## src/pkg/dfb_params.svh

```systemverilog
// constants of the display fetch bus master: offsets, fields, resets, timing
// assumes a 32-bit classic wishbone slave port and a 10 MHz clock
`ifndef DFB_PARAMS_SVH
`define DFB_PARAMS_SVH

// ****************************************
// register offsets (byte addresses)
// ****************************************
`define DFB_OFF_PC     8'h00
`define DFB_OFF_CTRL   8'h04
`define DFB_OFF_STATUS 8'h08
`define DFB_OFF_WORD   8'h0C

// ****************************************
// fields and reset values
// ****************************************
`define DFB_CTRL_INHIBIT   0
`define DFB_CTRL_LEVEL_LO  4
`define DFB_CTRL_LEVEL_HI  6
`define DFB_LEVEL_RESET    3'h4
`define DFB_LEVEL_FOUR     3'h4
`define DFB_PC_RESET       16'h0000
`define DFB_PC_STEP        16'h0002
`define DFB_STRAP_OK       5'h0D
`define DFB_VEC_LOW_STOP   4'h0
`define DFB_VEC_LOW_PEN    4'h4
`define DFB_VEC_LOW_TMO    4'h8

// ****************************************
// timing
// ****************************************
`define DFB_CLK_MHZ        10
`define DFB_SETTLE_NS      100
`define DFB_TIMEOUT_NS     22000
`define DFB_SETTLE_CYC     ((`DFB_SETTLE_NS * `DFB_CLK_MHZ + 999) / 1000)
`define DFB_TIMEOUT_CYC    ((`DFB_TIMEOUT_NS * `DFB_CLK_MHZ + 999) / 1000)

`endif

```

## src/pkg/dfb_pkg.sv

```systemverilog
// types of the display fetch bus master
// assumes the constants header sits beside it
package dfb_pkg;

	// ****************************************
	// bus cycle phase, gray along idle-settle-wait
	// ****************************************
	typedef enum logic [1:0] {
		DFB_PH_IDLE   = 2'h0,
		DFB_PH_SETTLE = 2'h1,
		DFB_PH_WAIT   = 2'h3,
		DFB_PH_INTR   = 2'h2
	} dfb_phase_t;

	// bus control lines, high means asserted on the bus
	typedef struct packed {
		logic npr;
		logic sack;
		logic bbsy;
		logic msyn;
		logic br4;
		logic intr;
		logic npg_out;
		logic bg4_out;
	} dfb_bus_ctl_t;

	// per-word timing pulses
	typedef struct packed {
		logic load_mode;
		logic load_pulse;
		logic tp1;
		logic tp2;
	} dfb_tp_t;

endpackage : dfb_pkg

```

## src/hw/dfb_fetch_master.sv

```systemverilog
// display fetch bus master: fetches program words as bus master and
// raises vectored interrupts; registers on a classic wishbone slave.
// assumes bus inputs are synchronous to i_clock and active high.
//
// Chosen here: register access over Wishbone and the register offsets.
`timescale 1ns/1ps
`include "dfb_params.svh"
module dfb_fetch_master #(
	parameter int TIMEOUT_CYCLES = `DFB_TIMEOUT_CYC,
	parameter int SETTLE_CYCLES  = `DFB_SETTLE_CYC
) (
	input  wire logic          i_clock,
	input  wire logic          i_nrst,
	// wishbone slave
	input  wire logic          i_wb_cyc,
	input  wire logic          i_wb_stb,
	input  wire logic          i_wb_we,
	input  wire logic [7:0]    i_wb_adr,
	input  wire logic [3:0]    i_wb_sel,
	input  wire logic [31:0]   i_wb_dat,
	output logic [31:0]        o_wb_dat,
	output logic               o_wb_ack,
	// shared bus
	input  wire logic          i_bus_init,
	input  wire logic          i_npg_in,
	input  wire logic          i_bg4_in,
	input  wire logic          i_ssyn,
	input  wire logic          i_bbsy,
	input  wire logic [15:0]   i_bus_data,
	output dfb_pkg::dfb_bus_ctl_t o_bus_ctl,
	output logic [15:0]        o_bus_addr,
	output logic               o_bus_addr_oe,
	output logic [15:0]        o_bus_data,
	output logic               o_bus_data_oe,
	// display side
	input  wire logic [4:0]    i_vector_straps,
	input  wire logic          i_draw_select,
	input  wire logic          i_fetch_resume,
	input  wire logic          i_irq_stop,
	input  wire logic          i_irq_pen,
	input  wire logic          i_irq_char,
	output logic [15:0]        o_word,
	output dfb_pkg::dfb_tp_t   o_tp,
	output logic               o_draw_start,
	output logic               o_bus_owned
);
	// ****************************************
	// elaboration checks
	// ****************************************
	generate
		if (TIMEOUT_CYCLES < 2 || TIMEOUT_CYCLES > 4095) begin : g_bad_tmo
			$error("dfb_fetch_master: TIMEOUT_CYCLES out of range");
		end
		if (SETTLE_CYCLES < 1 || SETTLE_CYCLES > 4095) begin : g_bad_settle
			$error("dfb_fetch_master: SETTLE_CYCLES out of range");
		end
	endgenerate

	// ****************************************
	// state
	// ****************************************
	dfb_pkg::dfb_phase_t phase_reg;
	dfb_pkg::dfb_phase_t phase_next;
	logic        fetch_req_reg;
	logic        fetch_req_next;
	logic        grant_ack_flag;
	logic        grant_ack_next;
	logic        master_claim_flag;
	logic        master_claim_next;
	logic        intr_grant_reg;
	logic        intr_grant_next;
	logic        fetch_timeout_flag;
	logic        timeout_next;
	logic        stop_reg;
	logic        stop_next;
	logic        pen_reg;
	logic        pen_next;
	logic        char_reg;
	logic        char_next;
	logic        data_seen_reg;
	logic        data_seen_next;
	logic [15:0] display_program_counter;
	logic [15:0] pc_next;
	logic        inhibit_reg;
	logic [2:0]  level_reg;
	logic [4:0]  strap_reg;
	logic [31:0] rdata_next;
	dfb_pkg::dfb_bus_ctl_t ctl_next;

	// ****************************************
	// wishbone decode
	// ****************************************
	wire wb_req   = i_wb_cyc & i_wb_stb & ~o_wb_ack;
	wire wb_wr    = wb_req & i_wb_we;
	wire hit_pc   = i_wb_adr == `DFB_OFF_PC;
	wire hit_ctrl = i_wb_adr == `DFB_OFF_CTRL;
	wire hit_stat = i_wb_adr == `DFB_OFF_STATUS;
	wire hit_word = i_wb_adr == `DFB_OFF_WORD;
	// odd program addresses are refused outright
	wire fetch_start_strobe = wb_wr & hit_pc & (&i_wb_sel[1:0]) & ~i_wb_dat[0];
	wire ctrl_wr  = wb_wr & hit_ctrl & i_wb_sel[0];

	// ****************************************
	// bus handshake terms
	// ****************************************
	wire level4   = level_reg == `DFB_LEVEL_FOUR;
	wire bus_own  = grant_ack_flag & master_claim_flag;
	wire in_wait  = phase_reg == dfb_pkg::DFB_PH_WAIT;
	wire in_intr  = phase_reg == dfb_pkg::DFB_PH_INTR;
	wire settle_done;
	wire tmo_expired;
	wire fetch_data_ready   = in_wait & i_ssyn & ~data_seen_reg;
	wire timeout_set        = in_wait & tmo_expired & ~data_seen_reg;
	wire interrupt_complete = in_intr & i_ssyn;
	// load pulse and timeout both free the bus
	wire request_clear = o_tp.load_pulse | timeout_set | i_bus_init;
	wire final_time_pulse = o_tp.tp2;
	wire refetch = final_time_pulse & ~i_draw_select & ~inhibit_reg;

	// character and timeout share vector 330 and rank first
	wire sel_tmo  = fetch_timeout_flag | char_reg;
	wire sel_pen  = ~sel_tmo & pen_reg;
	wire sel_stop = ~sel_tmo & ~pen_reg;
	wire pending  = fetch_timeout_flag | char_reg | pen_reg | stop_reg;
	wire [3:0] vec_low = sel_tmo ? `DFB_VEC_LOW_TMO :
		sel_pen ? `DFB_VEC_LOW_PEN : `DFB_VEC_LOW_STOP;
	wire strap_ok = strap_reg == `DFB_STRAP_OK;
	wire done_clr = interrupt_complete | i_bus_init;

	wire npg_take = i_npg_in & fetch_req_reg & ~grant_ack_flag;
	wire bg_take  = i_bg4_in & level4 & pending & ~grant_ack_flag
		& ~fetch_req_reg;
	// the grant must be gone before claiming, which is the arbiter's part
	wire claim_ok = grant_ack_flag & ~master_claim_flag & ~i_npg_in
		& ~i_bg4_in & ~i_ssyn & ~i_bbsy;
	wire grant_clr = i_bus_init | (request_clear & ~intr_grant_reg)
		| interrupt_complete;

	// ****************************************
	// flag next values; a set beats a clear, except master_claim_next, where grant_clr wins
	// ****************************************
	assign fetch_req_next = (fetch_start_strobe | refetch | i_fetch_resume) ? 1'b1 :
		request_clear ? 1'b0 : fetch_req_reg;
	assign grant_ack_next = (npg_take | bg_take) ? 1'b1 :
		grant_clr ? 1'b0 : grant_ack_flag;
	assign master_claim_next = grant_clr ? 1'b0 :
		claim_ok ? 1'b1 : master_claim_flag;
	assign intr_grant_next = bg_take ? 1'b1 :
		grant_clr ? 1'b0 : intr_grant_reg;
	assign timeout_next = timeout_set ? 1'b1 :
		(done_clr & (sel_tmo | i_bus_init)) ? 1'b0 : fetch_timeout_flag;
	assign char_next = i_irq_char ? 1'b1 :
		(done_clr & (sel_tmo | i_bus_init)) ? 1'b0 : char_reg;
	assign pen_next = i_irq_pen ? 1'b1 :
		(done_clr & (sel_pen | i_bus_init)) ? 1'b0 : pen_reg;
	assign stop_next = i_irq_stop ? 1'b1 :
		(done_clr & (sel_stop | i_bus_init)) ? 1'b0 : stop_reg;
	assign data_seen_next = fetch_data_ready ? 1'b1 :
		(phase_next != dfb_pkg::DFB_PH_WAIT) ? 1'b0 : data_seen_reg;

	// program counter: start loads it, tp1 steps to the next word
	assign pc_next = fetch_start_strobe ? i_wb_dat[15:0] :
		o_tp.tp1 ? display_program_counter + `DFB_PC_STEP :
		display_program_counter;

	// ****************************************
	// bus cycle phase
	// ****************************************
	always_comb begin
		phase_next = phase_reg;
		unique case (phase_reg)
			dfb_pkg::DFB_PH_IDLE: begin
				if (bus_own && intr_grant_reg && pending)
					phase_next = dfb_pkg::DFB_PH_INTR;
				else if (bus_own && !intr_grant_reg && fetch_req_reg)
					phase_next = dfb_pkg::DFB_PH_SETTLE;
			end
			dfb_pkg::DFB_PH_SETTLE: begin
				if (settle_done)
					phase_next = dfb_pkg::DFB_PH_WAIT;
			end
			dfb_pkg::DFB_PH_WAIT: begin
				if (request_clear)
					phase_next = dfb_pkg::DFB_PH_IDLE;
			end
			dfb_pkg::DFB_PH_INTR: begin
				if (interrupt_complete)
					phase_next = dfb_pkg::DFB_PH_IDLE;
			end
		endcase
		if (i_bus_init)
			phase_next = dfb_pkg::DFB_PH_IDLE;
	end

	// ****************************************
	// settle delay and no-response timeout
	// ****************************************
	wire settle_load = phase_reg == dfb_pkg::DFB_PH_IDLE
		&& phase_next == dfb_pkg::DFB_PH_SETTLE;
	wire tmo_load = phase_reg == dfb_pkg::DFB_PH_SETTLE && settle_done;

	dfb_delay_timer #(.W(12)) u_settle (
		.i_clock   (i_clock),
		.i_nrst    (i_nrst),
		.i_load    (settle_load),
		.i_count   (12'(SETTLE_CYCLES)),
		.i_run     (phase_reg == dfb_pkg::DFB_PH_SETTLE),
		.o_expired (settle_done)
	);

	// reloaded as msyn rises, frozen once ssyn has answered
	dfb_delay_timer #(.W(12)) u_timeout (
		.i_clock   (i_clock),
		.i_nrst    (i_nrst),
		.i_load    (tmo_load),
		.i_count   (12'(TIMEOUT_CYCLES)),
		.i_run     (in_wait & ~data_seen_reg & ~i_ssyn),
		.o_expired (tmo_expired)
	);

	// word timing starts from data-ready
	dfb_word_timer u_word_timer (
		.i_clock (i_clock),
		.i_nrst  (i_nrst),
		.i_start (fetch_data_ready),
		.o_tp    (o_tp)
	);

	// ****************************************
	// bus control next values
	// ****************************************
	wire own_next = grant_ack_next & master_claim_next;
	wire pend_next = timeout_next | char_next | pen_next | stop_next;
	wire fetch_phase_next = phase_next == dfb_pkg::DFB_PH_SETTLE
		|| phase_next == dfb_pkg::DFB_PH_WAIT;
	wire intr_next = phase_next == dfb_pkg::DFB_PH_INTR;

	assign ctl_next.npr  = fetch_req_next & ~grant_ack_next & ~master_claim_next;
	assign ctl_next.sack = grant_ack_next & ~master_claim_next;
	assign ctl_next.bbsy = own_next;
	assign ctl_next.msyn = phase_next == dfb_pkg::DFB_PH_WAIT;
	assign ctl_next.br4  = pend_next & level4 & ~grant_ack_next;
	assign ctl_next.intr = intr_next;
	assign ctl_next.npg_out = i_npg_in & ~fetch_req_next & ~grant_ack_next;
	// a level other than 4 in the control register wires the grant straight through
	assign ctl_next.bg4_out = level4 ?
		(i_bg4_in & ~pend_next & ~grant_ack_next) : i_bg4_in;

	// ****************************************
	// register read mux
	// ****************************************
	assign rdata_next =
		hit_pc   ? {16'h0000, display_program_counter} :
		hit_ctrl ? {25'h0, level_reg, 3'h0, inhibit_reg} :
		hit_stat ? {22'h0, strap_ok, pending, fetch_timeout_flag,
			ctl_next.msyn, bus_own, master_claim_flag, grant_ack_flag,
			fetch_req_reg, phase_reg} :
		hit_word ? {16'h0000, o_word} : 32'h00000000;

	// ****************************************
	// flags and phase
	// ****************************************
	always_ff @(posedge i_clock) begin
		if (!i_nrst) begin
			phase_reg          <= dfb_pkg::DFB_PH_IDLE;
			fetch_req_reg      <= 1'b0;
			grant_ack_flag     <= 1'b0;
			master_claim_flag  <= 1'b0;
			intr_grant_reg     <= 1'b0;
			fetch_timeout_flag <= 1'b0;
			char_reg           <= 1'b0;
			pen_reg            <= 1'b0;
			stop_reg           <= 1'b0;
			data_seen_reg      <= 1'b0;
		end else begin
			phase_reg          <= phase_next;
			fetch_req_reg      <= fetch_req_next;
			grant_ack_flag     <= grant_ack_next;
			master_claim_flag  <= master_claim_next;
			intr_grant_reg     <= intr_grant_next;
			fetch_timeout_flag <= timeout_next;
			char_reg           <= char_next;
			pen_reg            <= pen_next;
			stop_reg           <= stop_next;
			data_seen_reg      <= data_seen_next;
		end
	end

	// ****************************************
	// software registers and straps
	// ****************************************
	always_ff @(posedge i_clock) begin
		if (!i_nrst) begin
			display_program_counter <= `DFB_PC_RESET;
			inhibit_reg <= 1'b0;
			level_reg   <= `DFB_LEVEL_RESET;
			strap_reg   <= 5'h00;
			o_word      <= 16'h0000;
		end else begin
			display_program_counter <= pc_next;
			if (ctrl_wr) begin
				inhibit_reg <= i_wb_dat[`DFB_CTRL_INHIBIT];
				level_reg   <= i_wb_dat[`DFB_CTRL_LEVEL_HI:`DFB_CTRL_LEVEL_LO];
			end
			// straps are static jumpers, resampled on every clock after reset release
			strap_reg <= i_vector_straps;
			if (fetch_data_ready)
				o_word <= i_bus_data;
		end
	end

	// ****************************************
	// registered outputs
	// ****************************************
	always_ff @(posedge i_clock) begin
		if (!i_nrst) begin
			o_wb_ack      <= 1'b0;
			o_wb_dat      <= 32'h00000000;
			o_bus_ctl     <= '0;
			o_bus_addr    <= 16'h0000;
			o_bus_addr_oe <= 1'b0;
			o_bus_data    <= 16'h0000;
			o_bus_data_oe <= 1'b0;
			o_draw_start  <= 1'b0;
			o_bus_owned   <= 1'b0;
		end else begin
			o_wb_ack      <= wb_req;
			o_wb_dat      <= wb_req ? rdata_next : 32'h00000000;
			o_bus_ctl     <= ctl_next;
			o_bus_addr    <= pc_next;
			o_bus_addr_oe <= own_next & fetch_phase_next;
			o_bus_data    <= {7'h00, strap_reg, vec_low};
			o_bus_data_oe <= intr_next & strap_ok;
			o_draw_start  <= final_time_pulse & i_draw_select;
			o_bus_owned   <= own_next;
		end
	end
endmodule : dfb_fetch_master

```

## src/hw/dfb_delay_timer.sv

```systemverilog
// down-counting delay: loaded with a count, expires when it runs out
// assumes load and run come from synchronous logic
`timescale 1ns/1ps
module dfb_delay_timer #(
	parameter int W = 12
) (
	input  wire logic         i_clock,
	input  wire logic         i_nrst,
	input  wire logic         i_load,
	input  wire logic [W-1:0] i_count,
	input  wire logic         i_run,
	output logic              o_expired
);
	logic [W-1:0] cnt_reg;

	generate
		if (W < 2) begin : g_bad
			$error("dfb_delay_timer: W too small");
		end
	endgenerate

	// ****************************************
	// counter
	// ****************************************
	always_ff @(posedge i_clock) begin
		if (!i_nrst) begin
			cnt_reg   <= '0;
			o_expired <= 1'b0;
		end else begin
			if (i_load)
				cnt_reg <= i_count;
			else if (i_run && cnt_reg != '0)
				cnt_reg <= cnt_reg - 1'b1;
			// single pulse as the last count drains
			o_expired <= i_run && !i_load && cnt_reg == {{(W-1){1'b0}}, 1'b1};
		end
	end
endmodule : dfb_delay_timer

```

## src/hw/dfb_word_timer.sv

```systemverilog
// per-word timing: one start gives load_mode, load_pulse, tp1, tp2 in turn
// assumes start pulses are at least four cycles apart
`timescale 1ns/1ps
module dfb_word_timer (
	input  wire logic     i_clock,
	input  wire logic     i_nrst,
	input  wire logic     i_start,
	output dfb_pkg::dfb_tp_t o_tp
);
	logic [2:0] step_reg;
	logic [2:0] step_next;

	// steps 1..4 each raise one pulse, 0 is quiescent
	assign step_next = i_start ? 3'h1 :
		(step_reg != 3'h0 && step_reg != 3'h4) ? step_reg + 3'h1 : 3'h0;

	// ****************************************
	// step register and pulse decode
	// ****************************************
	always_ff @(posedge i_clock) begin
		if (!i_nrst) begin
			step_reg <= 3'h0;
			o_tp     <= '0;
		end else begin
			step_reg        <= step_next;
			o_tp.load_mode  <= step_next == 3'h1;
			o_tp.load_pulse <= step_next == 3'h2;
			o_tp.tp1        <= step_next == 3'h3;
			o_tp.tp2        <= step_next == 3'h4;
		end
	end
endmodule : dfb_word_timer

```

## config.mk

```make
export PLATFORM = sky130hd
export DESIGN_NAME = dfb_fetch_master
export DESIGN_NICKNAME = d
export VERILOG_FILES = /design/src/pkg/dfb_pkg.sv /design/src/hw/dfb_fetch_master.sv /design/src/hw/dfb_delay_timer.sv /design/src/hw/dfb_word_timer.sv
export VERILOG_INCLUDE_DIRS = /design/src /design/src/pkg
export SDC_FILE = /design/constraint.sdc
export NUM_CORES = 1
export LEC_CHECK = 0
export ABC_AREA = 0
export BUFFER_PORTS_ARGS = -buffer_cell sky130_fd_sc_hd__buf_4
export CORE_MARGIN = 2
export CORE_UTILIZATION = 25
export DETAILED_ROUTE_END_ITERATION = 16
export GPL_TIMING_DRIVEN = 1
export PLACE_DENSITY = 0.46
export SLEW_MARGIN = 20
export SYNTH_ARGS = -nofsm -noshare
export SYNTH_HDL_FRONTEND = slang
export SYNTH_SLANG_ARGS = --single-unit
export TNS_END_PERCENT = 1
```

## constraint.sdc

```tcl
create_clock -name i_clock -period 1.8 [get_ports i_clock]
set_input_delay 0.09 -clock i_clock [delete_from_list [all_inputs] [get_ports i_clock]]
set_output_delay 0.09 -clock i_clock [all_outputs]
set_load 0.01 [all_outputs]
```

==> tab_implementation.tex, run 1 <==
\begin{tabular}{lr}
\hline
Metric & Value \\
\hline
\multicolumn{2}{l}{\textbf{Place}} \\
\quad Number of buffers added on ports & 133 \\
\quad Placed wire-length estimate & 12,310 um \\
\quad Placed Cells & 1,030 \\
\quad Final weighted congestion of routability-driven global placement & 0.7969 \\
\quad Place WS & -28.19 ps \\
\multicolumn{2}{l}{\textbf{Cells and area}} \\
\quad Largest regs & o\_bus\_addr x16, o\_wb\_dat x16, o\_word x16 \\
\quad Final Instance Count excl. Fillers & 1,108 \\
\quad Number of nets at the end of the flow & 908 \\
\quad Syn-to-layout area delta & 50.00\% \\
\quad Share of final-layout standard cells stronger than drive strength 1 & 0.2941 \\
\quad Number of fill cells & 2,157 \\
\quad Antenna diodes & 0 \\
\multicolumn{2}{l}{\textbf{Yosys}} \\
\quad Number of synthesis warnings & 0 \\
\quad Seq cells post-synth & 120 \\
\quad Netlist area before placement & 0.005335 mm2 \\
\quad Yosys cell types & 55 \\
\quad Dominant register cell in the synthesized netlist & sky130\_fd\_sc\_hd\_\_dfxtp\_1 \\
\quad Post-synthesis cell type with the largest combined area & sky130\_fd\_sc\_hd\_\_dfxtp\_1 \\
\quad Number of standard cells after synthesis & 601 \\
\quad Number of enable flip-flop cells after synthesis & 0 \\
\quad Post-synth top area share & 0.4503 \\
\quad Async SR Flop Fraction & 0 \\
\quad Mean area per synthesized cell & 8.877 um2 \\
\quad Commonest cells post-synth & sky130\_fd\_sc\_hd\_\_dfxtp\_1, sky130\_fd\_sc\_hd\_\_nand2\_1, sky130\_fd\_sc\_hd\_\_nor2\_1 \\
\quad Fraction of the yosys area taken by sequential cells & 0.4503 \\
\quad Library cell with the highest instance count after synthesis & sky130\_fd\_sc\_hd\_\_dfxtp\_1 \\
\quad Biggest area contributors in the synthesized netlist & sky130\_fd\_sc\_hd\_\_dfxtp\_1, sky130\_fd\_sc\_hd\_\_nand2\_1, sky130\_fd\_sc\_hd\_\_nor2\_1, sky130\_fd\_sc\_hd\_\_buf\_4, sky130\_fd\_sc\_hd\_\_mux2i\_1 \\
\multicolumn{2}{l}{\textbf{Power and ir drop}} \\
\quad Leakage & 3.451 nW \\
\quad Power per Cell Area & 822.4 mW/mm2 \\
\quad Total chip power & 6.581 mW \\
\quad Worst-case vdd ir drop & 591.2 uV \\
\multicolumn{2}{l}{\textbf{Clocking}} \\
\quad CTS H-tree depth & 4 \\
\quad Largest buffer count on any clock path & 2 \\
\quad Cell chosen for the clock root & sky130\_fd\_sc\_hd\_\_clkbuf\_16 \\
\quad Clock-pin slew reported for the worst setup and hold paths after clock tree synthesis & 60 ps \\
\quad Clock tree sinks & 120 \\
\quad Total CTS buffers & 17 \\
\quad Insertion delay to the later sink of the worst-skew pair & 420 ps \\
\quad Clock tree from TritonCTS & yes \\
\multicolumn{2}{l}{\textbf{Timing}} \\
\quad Final count of hold timing violations & 0 \\
\quad Final period util & 1.023 \\
\quad Minimum period implied by the final worst setup slack & 1842 ps \\
\quad Measured slew at the worst slew-check pin & 520.6 ps \\
\quad Max-slew headroom at the worst pin & 0.6503 \\
\quad Achievable clock frequency & 0.5429 GHz \\
\quad Final number of max-transition violations & 0 \\
\quad Post-route clock skew & 8.823 ps \\
\quad Number of failing setup endpoints in the final timing report & 4 \\
\quad Final setup slack of the worst path & -41.91 ps \\
\quad Unrepaired setup endpoints after global routing & true \\
\multicolumn{2}{l}{\textbf{Critical path}} \\
\quad Cell-by-cell listing of the critical path & inv\_2, ha\_4, or3b\_4, o41a\_1, nand3b\_1, xor2\_1, a21boi\_1 \\
\quad Start-to-end type of the worst setup path & reg2reg \\
\quad Critical Path RT & 2110 ps \\
\quad Highest net fanout along the worst path & 3 \\
\quad Critical path arrival & 2150 ps \\
\quad Setup crit end kind & register \\
\quad Maximum single-stage delay on the critical path & 460 ps \\
\quad Critical path startpoint category & register \\
\quad Critical path's slowest cell & sky130\_fd\_sc\_hd\_\_o41a\_1 \\
\multicolumn{2}{l}{\textbf{Detailed routing}} \\
\quad Total routed wirelength & 16,700 um \\
\quad Total via count after detailed routing & 4,973 \\
\quad Number of nets with antenna violations after routing & 0 \\
\quad Post-route DRC & 0 \\
\quad Average wire length per cell after detail routing & 15.07 um \\
\quad Mean number of vias per cell & 4.488 \\
\quad Drt initial violations & 203 \\
\quad TritonRoute pass-1 iters & 4 \\
\multicolumn{2}{l}{\textbf{Run status}} \\
\quad Outcome & finished with violations \\
\quad Failing checks & negative setup slack \\
\multicolumn{2}{l}{\textbf{Global routing}} \\
\quad Number of antenna violations at the first check in global routing & 0 \\
\quad Vias in the first global route & 4,820 \\
\quad Largest net degree at the start of global routing & 78 \\
\quad First-pass GRT wire length & 25,450 um \\
\quad Total routing usage reported by global routing & 0.1484 \\
\quad Total gr overflow & 0 \\
\multicolumn{2}{l}{\textbf{Floorplanning}} \\
\quad Num ports & 177 \\
\quad Die Area & 0.02253 mm2 \\
\quad Effective utilization at floorplan & 0.2546 \\
\quad Die Span X & 150.1 um \\
\quad Total core area & 0.02096 mm2 \\
\quad Die outline height & 150.1 um \\
\quad Standard-cell row count & 53 \\
\multicolumn{2}{l}{\textbf{Run}} \\
\quad Maximum capacitance violations & 0 \\
\multicolumn{2}{l}{\textbf{Worst hold path}} \\
\quad Type of the worst min-delay path & in2reg \\
\hline
\end{tabular}
[worst paths after layout]
| path | start | end | slack, ps | depth (start not counted) |
|---|---|---|---|---|
| setup / recovery | u_timeout.cnt_reg[1] | u_timeout.cnt_reg[3] | -40 | 7 |
| setup reg to reg | u_timeout.cnt_reg[1] | u_timeout.cnt_reg[3] | -40 | 7 |
| hold / removal | i_wb_cyc | o_wb_ack | 50 | 3 |
| hold reg to reg | strap_reg[1] | o_bus_data_oe | 450 | 1 |
[area by class of cell]
type | instances | area [um2] | area share
clock buffers | 17 | 425.4 | 0.05316
well taps | 275 | 344.1 | 0.04300
clock inverters | 15 | 166.4 | 0.02079
multi-input cells | 434 | 2743 | 0.3427
inverters | 15 | 56.30 | 0.007036
flip-flops and latches | 120 | 2404 | 0.3003
repair buffers | 232 | 1864 | 0.2330
[metrics by stage]
step                  util  TNS (ps)  instance area (um2)  hold slack, ps
global placement    0.3284         0                 6882           303.4
CTS                 0.3788    -4.503                 7938           47.39
detailed placement  0.3284    -81.32                 6882           300.3
finish              0.3819    -127.8                 8003           52.89
floorplan                -    -43.50                 5440           206.1
global route        0.3819    -538.7                 8003           46.01
[layout by cell type (no fill, tap or decap), types with 13 or more instances in the layout]
master / Yosys / routed
sky130_fd_sc_hd__mux2i_1: 16 / 16
sky130_fd_sc_hd__a21boi_0: 21 / 20
sky130_fd_sc_hd__clkbuf_16: 0 / 17
sky130_fd_sc_hd__nor3_1: 16 / 16
sky130_fd_sc_hd__dlygate4sd3_1: 0 / 44
sky130_fd_sc_hd__nand3_1: 13 / 13
sky130_fd_sc_hd__xnor2_1: 16 / 15
sky130_fd_sc_hd__nand2_1: 66 / 65
sky130_fd_sc_hd__nor2_1: 59 / 58
sky130_fd_sc_hd__o21ai_0: 14 / 14
sky130_fd_sc_hd__xor2_1: 17 / 17
sky130_fd_sc_hd__dfxtp_1: 120 / 119
sky130_fd_sc_hd__buf_4: 26 / 187
sky130_fd_sc_hd__a21oi_1: 23 / 22
sky130_fd_sc_hd__and2_1: 19 / 19
sky130_fd_sc_hd__inv_1: 15 / 13
sky130_fd_sc_hd__conb_1: 1 / 25
[power breakdown]
group	leakage (nW)	switching (mW)	internal (mW)	total, mW
clock network	0.282	1.35	2.07	3.42
logic	2.20	0.203	0.247	0.450
registers	0.972	0.0228	2.69	2.71
[metal layers]
metal | global-route usage | routed length [um]
met3 | 0.03872 | 877
met2 | 0.2443 | 7807
met1 | 0.1889 | 7735
met4 | 0.04858 | 278
met5 | 0 | 0
[kinds of logic after synthesis]
| family | synth area share |
|---|---|
| other | 0.0007029 |
| flip-flops | 0.4503 |
| AND/OR/NAND/NOR | 0.2514 |
| multiplexers | 0.03213 |
| XOR/XNOR | 0.05417 |
| AO/OA/AOI/OAI | 0.1236 |
| buffers and inverters | 0.06895 |
| adder cells (fa/ha/maj) | 0.01876 |
[worst max-delay path, delay by kind of cell, from the launching register on]
kind	cells	cell delay, ps
AOI/OAI and AO/OA	2	540
xor gates and xnor gates	1	170
adders and majority gates	1	120
buffers and inverters	1	70
DFF	1	330
and+or+nand+nor	2	510
[what timing repair did]
action,CTS,global route
buffers inserted,0,2
setup endpoints to repair,10,24
resized for setup,5,14
hold buffers,44,0
endpoints found under the hold margin,46,0
pin swaps,1,4
Power figures use the tool's default switching activity.
==> run 2, diff against run 1 <==
--- a/config.mk
+++ b/config.mk
@@ -8,8 +8,10 @@
 export LEC_CHECK = 0
 export ABC_AREA = 0
 export BUFFER_PORTS_ARGS = -buffer_cell sky130_fd_sc_hd__buf_4
+export CORE_ASPECT_RATIO = 0.7
 export CORE_MARGIN = 2
 export CORE_UTILIZATION = 25
+export CTS_BUF_LIST = sky130_fd_sc_hd__clkbuf_4 sky130_fd_sc_hd__clkbuf_8
 export DETAILED_ROUTE_END_ITERATION = 16
 export GPL_TIMING_DRIVEN = 1
 export PLACE_DENSITY = 0.46
==> run 2 against run 1 <==
The run still ends with negative setup slack left. Non-clock buffer count up 5. Flip-flop and latch count unchanged. Hold slack better by 27 ps. Final area shrank 1.5%. Sequential power barely moved. Register-to-register slack improved by 20 ps. Power fell by 14%. Sequential share of layout area increased by 0.47 points. Fmax is 1.0% higher. Clock power shrank 28%. Largest cell class unchanged.
==> tab_implementation.tex, run 2 (same netlist as run 1, synthesis figures left out) <==
\begin{tabular}{lr}
\hline
Metric & Value \\
\hline
\multicolumn{2}{l}{\textbf{Clocking}} \\
\quad Insertion delay to the later sink of the worst-skew pair & 420 ps (about the same) \\
\quad Total CTS buffers & 17 (unchanged) \\
\quad CTS H-tree depth & 4 (unchanged) \\
\quad Cell chosen for the clock root & sky130\_fd\_sc\_hd\_\_clkbuf\_8 \\
\quad Clock-pin slew reported for the worst setup and hold paths after clock tree synthesis & 80 ps (+20 ps) \\
\quad Clock tree from TritonCTS & yes \\
\quad Postcts setup bufs & 0 (unchanged) \\
\quad Clock tree sinks & 120 (unchanged) \\
\quad Largest buffer count on any clock path & 2 (unchanged) \\
\multicolumn{2}{l}{\textbf{Power and ir drop}} \\
\quad Leakage & 3.399 nW (-1.5\%) \\
\quad Worst-case vdd ir drop & 449.5 uV (-24\%) \\
\quad Power per Cell Area & 714.3 mW/mm2 (-13\%) \\
\quad Total chip power & 5.631 mW (-14\%) \\
\multicolumn{2}{l}{\textbf{Run status}} \\
\quad Failing checks & negative setup slack \\
\quad Outcome & finished with violations \\
\multicolumn{2}{l}{\textbf{Critical path}} \\
\quad Maximum single-stage delay on the critical path & 540 ps (+80 ps) \\
\quad Critical path's slowest cell & sky130\_fd\_sc\_hd\_\_or4\_4 \\
\quad Setup crit end kind & register \\
\quad Number of cells traversed by the worst register-to-register path & 5 (-2) \\
\quad Critical Path RT & 2120 ps (about the same) \\
\quad Critical path startpoint category & register \\
\quad Launch instance of the worst register-to-register path & u\_timeout.cnt\_reg[8] \\
\quad Worst flop-to-flop path endpoint & u\_timeout.cnt\_reg[2] \\
\quad Cell-by-cell listing of the critical path & or4\_4, o41a\_1, a21oi\_1, o21ai\_1, and2\_1 \\
\quad Internal reg-to-reg setup slack & -20 ps (+20 ps) \\
\quad Highest net fanout along the worst path & 3 (unchanged) \\
\quad Start-to-end type of the worst setup path & reg2reg \\
\quad Critical path arrival & 2150 ps (about the same) \\
\multicolumn{2}{l}{\textbf{Cells and area}} \\
\quad Storage cell area & 0.002405 mm2 (about the same) \\
\quad Number of nets at the end of the flow & 913 (+0.55\%) \\
\quad Commonest non-fill, non-tap cell in the layout & sky130\_fd\_sc\_hd\_\_buf\_4 \\
\quad Number of fill cells & 2,088 (-3.2\%) \\
\quad Largest regs & o\_bus\_addr x16, o\_wb\_dat x16, o\_word x16 \\
\quad Multi-input gate area & 0.002754 mm2 (+0.41\%) \\
\quad Most used cells in the layout excluding fill and tap cells & sky130\_fd\_sc\_hd\_\_buf\_4, sky130\_fd\_sc\_hd\_\_dfxtp\_1, sky130\_fd\_sc\_hd\_\_nand2\_1 \\
\quad Share of final-layout standard cells stronger than drive strength 1 & 0.2936 (-0.0005616) \\
\quad Syn-to-layout area delta & 47.77\% \\
\quad Final Instance Count excl. Fillers & 1,114 (+0.54\%) \\
\quad Antenna diodes & 0 (unchanged) \\
\multicolumn{2}{l}{\textbf{Detailed routing}} \\
\quad Total routed wirelength & 17,380 um (+4.1\%) \\
\quad Drt initial violations & 336 (+66\%) \\
\quad Mean number of vias per cell & 4.506 (+0.40\%) \\
\quad TritonRoute pass-1 iters & 4 (unchanged) \\
\quad Average wire length per cell after detail routing & 15.60 um (+3.5\%) \\
\quad Total via count after detailed routing & 5,020 (+0.95\%) \\
\quad Number of nets with antenna violations after routing & 0 (unchanged) \\
\quad Post-route DRC & 0 (unchanged) \\
\multicolumn{2}{l}{\textbf{Global routing}} \\
\quad Met1 track demand over resource & 0.2348 (+0.04591) \\
\quad Number of antenna violations at the first check in global routing & 0 (unchanged) \\
\quad Most congested layer reported by global routing & met1 \\
\quad First-pass GRT wire length & 26,320 um (+3.4\%) \\
\quad Total gr overflow & 0 (unchanged) \\
\quad Vias in the first global route & 4,780 (-0.83\%) \\
\quad Grt met2 use & 0.2137 (-0.03057) \\
\quad Largest net degree at the start of global routing & 78 (unchanged) \\
\quad Total routing usage reported by global routing & 0.1522 (+0.003799) \\
\quad Met3 usage in global routing & 0.02808 (-0.01064) \\
\multicolumn{2}{l}{\textbf{Worst hold path}} \\
\quad Startpoint of the tightest hold check path & i\_wb\_adr[3] \\
\quad Number of stages on the worst hold path & 2 (-1) \\
\quad End point of the worst hold path & o\_wb\_dat[6] \\
\quad Type of the worst min-delay path & in2reg \\
\multicolumn{2}{l}{\textbf{Timing}} \\
\quad Final number of max-transition violations & 0 (unchanged) \\
\quad Final count of hold timing violations & 0 (unchanged) \\
\quad Post-route clock skew & 11.43 ps (+2.606 ps) \\
\quad Achievable clock frequency & 0.5485 GHz (+1.0\%) \\
\quad Final period util & 1.013 (-0.01034) \\
\quad Number of failing setup endpoints in the final timing report & 1 (-3) \\
\quad Unrepaired setup endpoints after global routing & true \\
\quad Setup TNS & -23.29 ps (+104.5 ps) \\
\quad Worst hold slack after final layout & 79.48 ps (+26.59 ps) \\
\quad Minimum period implied by the final worst setup slack & 1823 ps (-18.61 ps) \\
\quad Final setup slack of the worst path & -23.29 ps (+18.61 ps) \\
\multicolumn{2}{l}{\textbf{Floorplanning}} \\
\quad Die Area & 0.02254 mm2 (about the same) \\
\quad Effective utilization at floorplan & 0.2564 (+0.001776) \\
\quad Die outline height & 126.2 um (-16\%) \\
\quad Total core area & 0.02081 mm2 (-0.69\%) \\
\quad Num ports & 177 (unchanged) \\
\quad Die Span X & 178.6 um (+19\%) \\
\quad Standard-cell row count & 44 (-17\%) \\
\multicolumn{2}{l}{\textbf{Place}} \\
\quad Number of buffers added on ports & 133 (unchanged) \\
\quad Placed wire-length estimate & 12,930 um (+5.0\%) \\
\quad Placed Cells & 1,036 (+0.58\%) \\
\quad Final weighted congestion of routability-driven global placement & 0.8298 (+4.1\%) \\
\multicolumn{2}{l}{\textbf{Run}} \\
\quad Maximum capacitance violations & 0 (unchanged) \\
\hline
\end{tabular}
==> run 2: changes by cell type in the layout (fill, tap and decap cells not counted), sizes merged <==
cell	previous run	this run
clkinv	3	6
inv	22	16
clkinvlp	3	2
dlygate4sd3	44	46
buf	188	191
clkbuf	17	21
==> run 2: cell type report <==
class,instances,share of cell area
Clock buffer,21,0.03587
Sequential cell,120,0.3050
Inverter,15,0.007142
Tap cell,276,0.04380
Multi-Input combinational cell,434,0.3493
Clock inverter,11,0.01539
Timing Repair Buffer,237,0.2435
==> run 2: timing repair <==
item	CTS	global route
hold endpoints to repair	47	0
gates resized for setup	6	14
endpoints found under the setup margin	10	16
pin swaps	1	1
hold buffers	46	0
==> run 2: layer usage <==
metal,part of all wire,vias up
met2,0.42,147
li1,-,2471
met3,0.051,11
met5,0,-
met1,0.53,2391
met4,0.0073,0
==> run 2: worst max-delay path, delay by kind of cell (launching register included) <==
family / cells / cell delay [ps]
simple gates: 2 / 700
compound gates: 3 / 710
flops: 1 / 320
==> run 2: metrics by stage <==
stage	worst slack (ps)	cell area, um2	utilization
CTS	-45.09	7816	0.3756
finish	-23.29	7884	0.3788
global placement	-170.4	6933	0.3332
floorplan	-24.62	5440	-
detailed placement	-141.5	6933	0.3332
global route	-60.41	7884	0.3788
==> run 2: power by group <==
| part | total, mW | internal (mW) | switching (mW) |
|---|---|---|---|
| Clock | 2.47 | 1.36 | 1.12 |
| Combinational | 0.454 | 0.247 | 0.207 |
| Sequential | 2.70 | 2.68 | 0.0188 |
| Total | 5.63 | 4.29 | 1.34 |
==> run 2: how the worst max path moves through the flow <==
stage	startpoint	to	slack, ps
floorplan	u_timeout.cnt_reg[8]	u_timeout.cnt_reg[2]	-20
global placement	phase_reg[1]	o_bus_ctl[0]	-170
detailed placement	phase_reg[1]	o_bus_ctl[0]	-140
CTS	u_timeout.cnt_reg[1]	u_timeout.cnt_reg[2]	-50
global route	u_timeout.cnt_reg[8]	u_timeout.cnt_reg[2]	-60
finish	u_timeout.cnt_reg[8]	u_timeout.cnt_reg[2]	-20
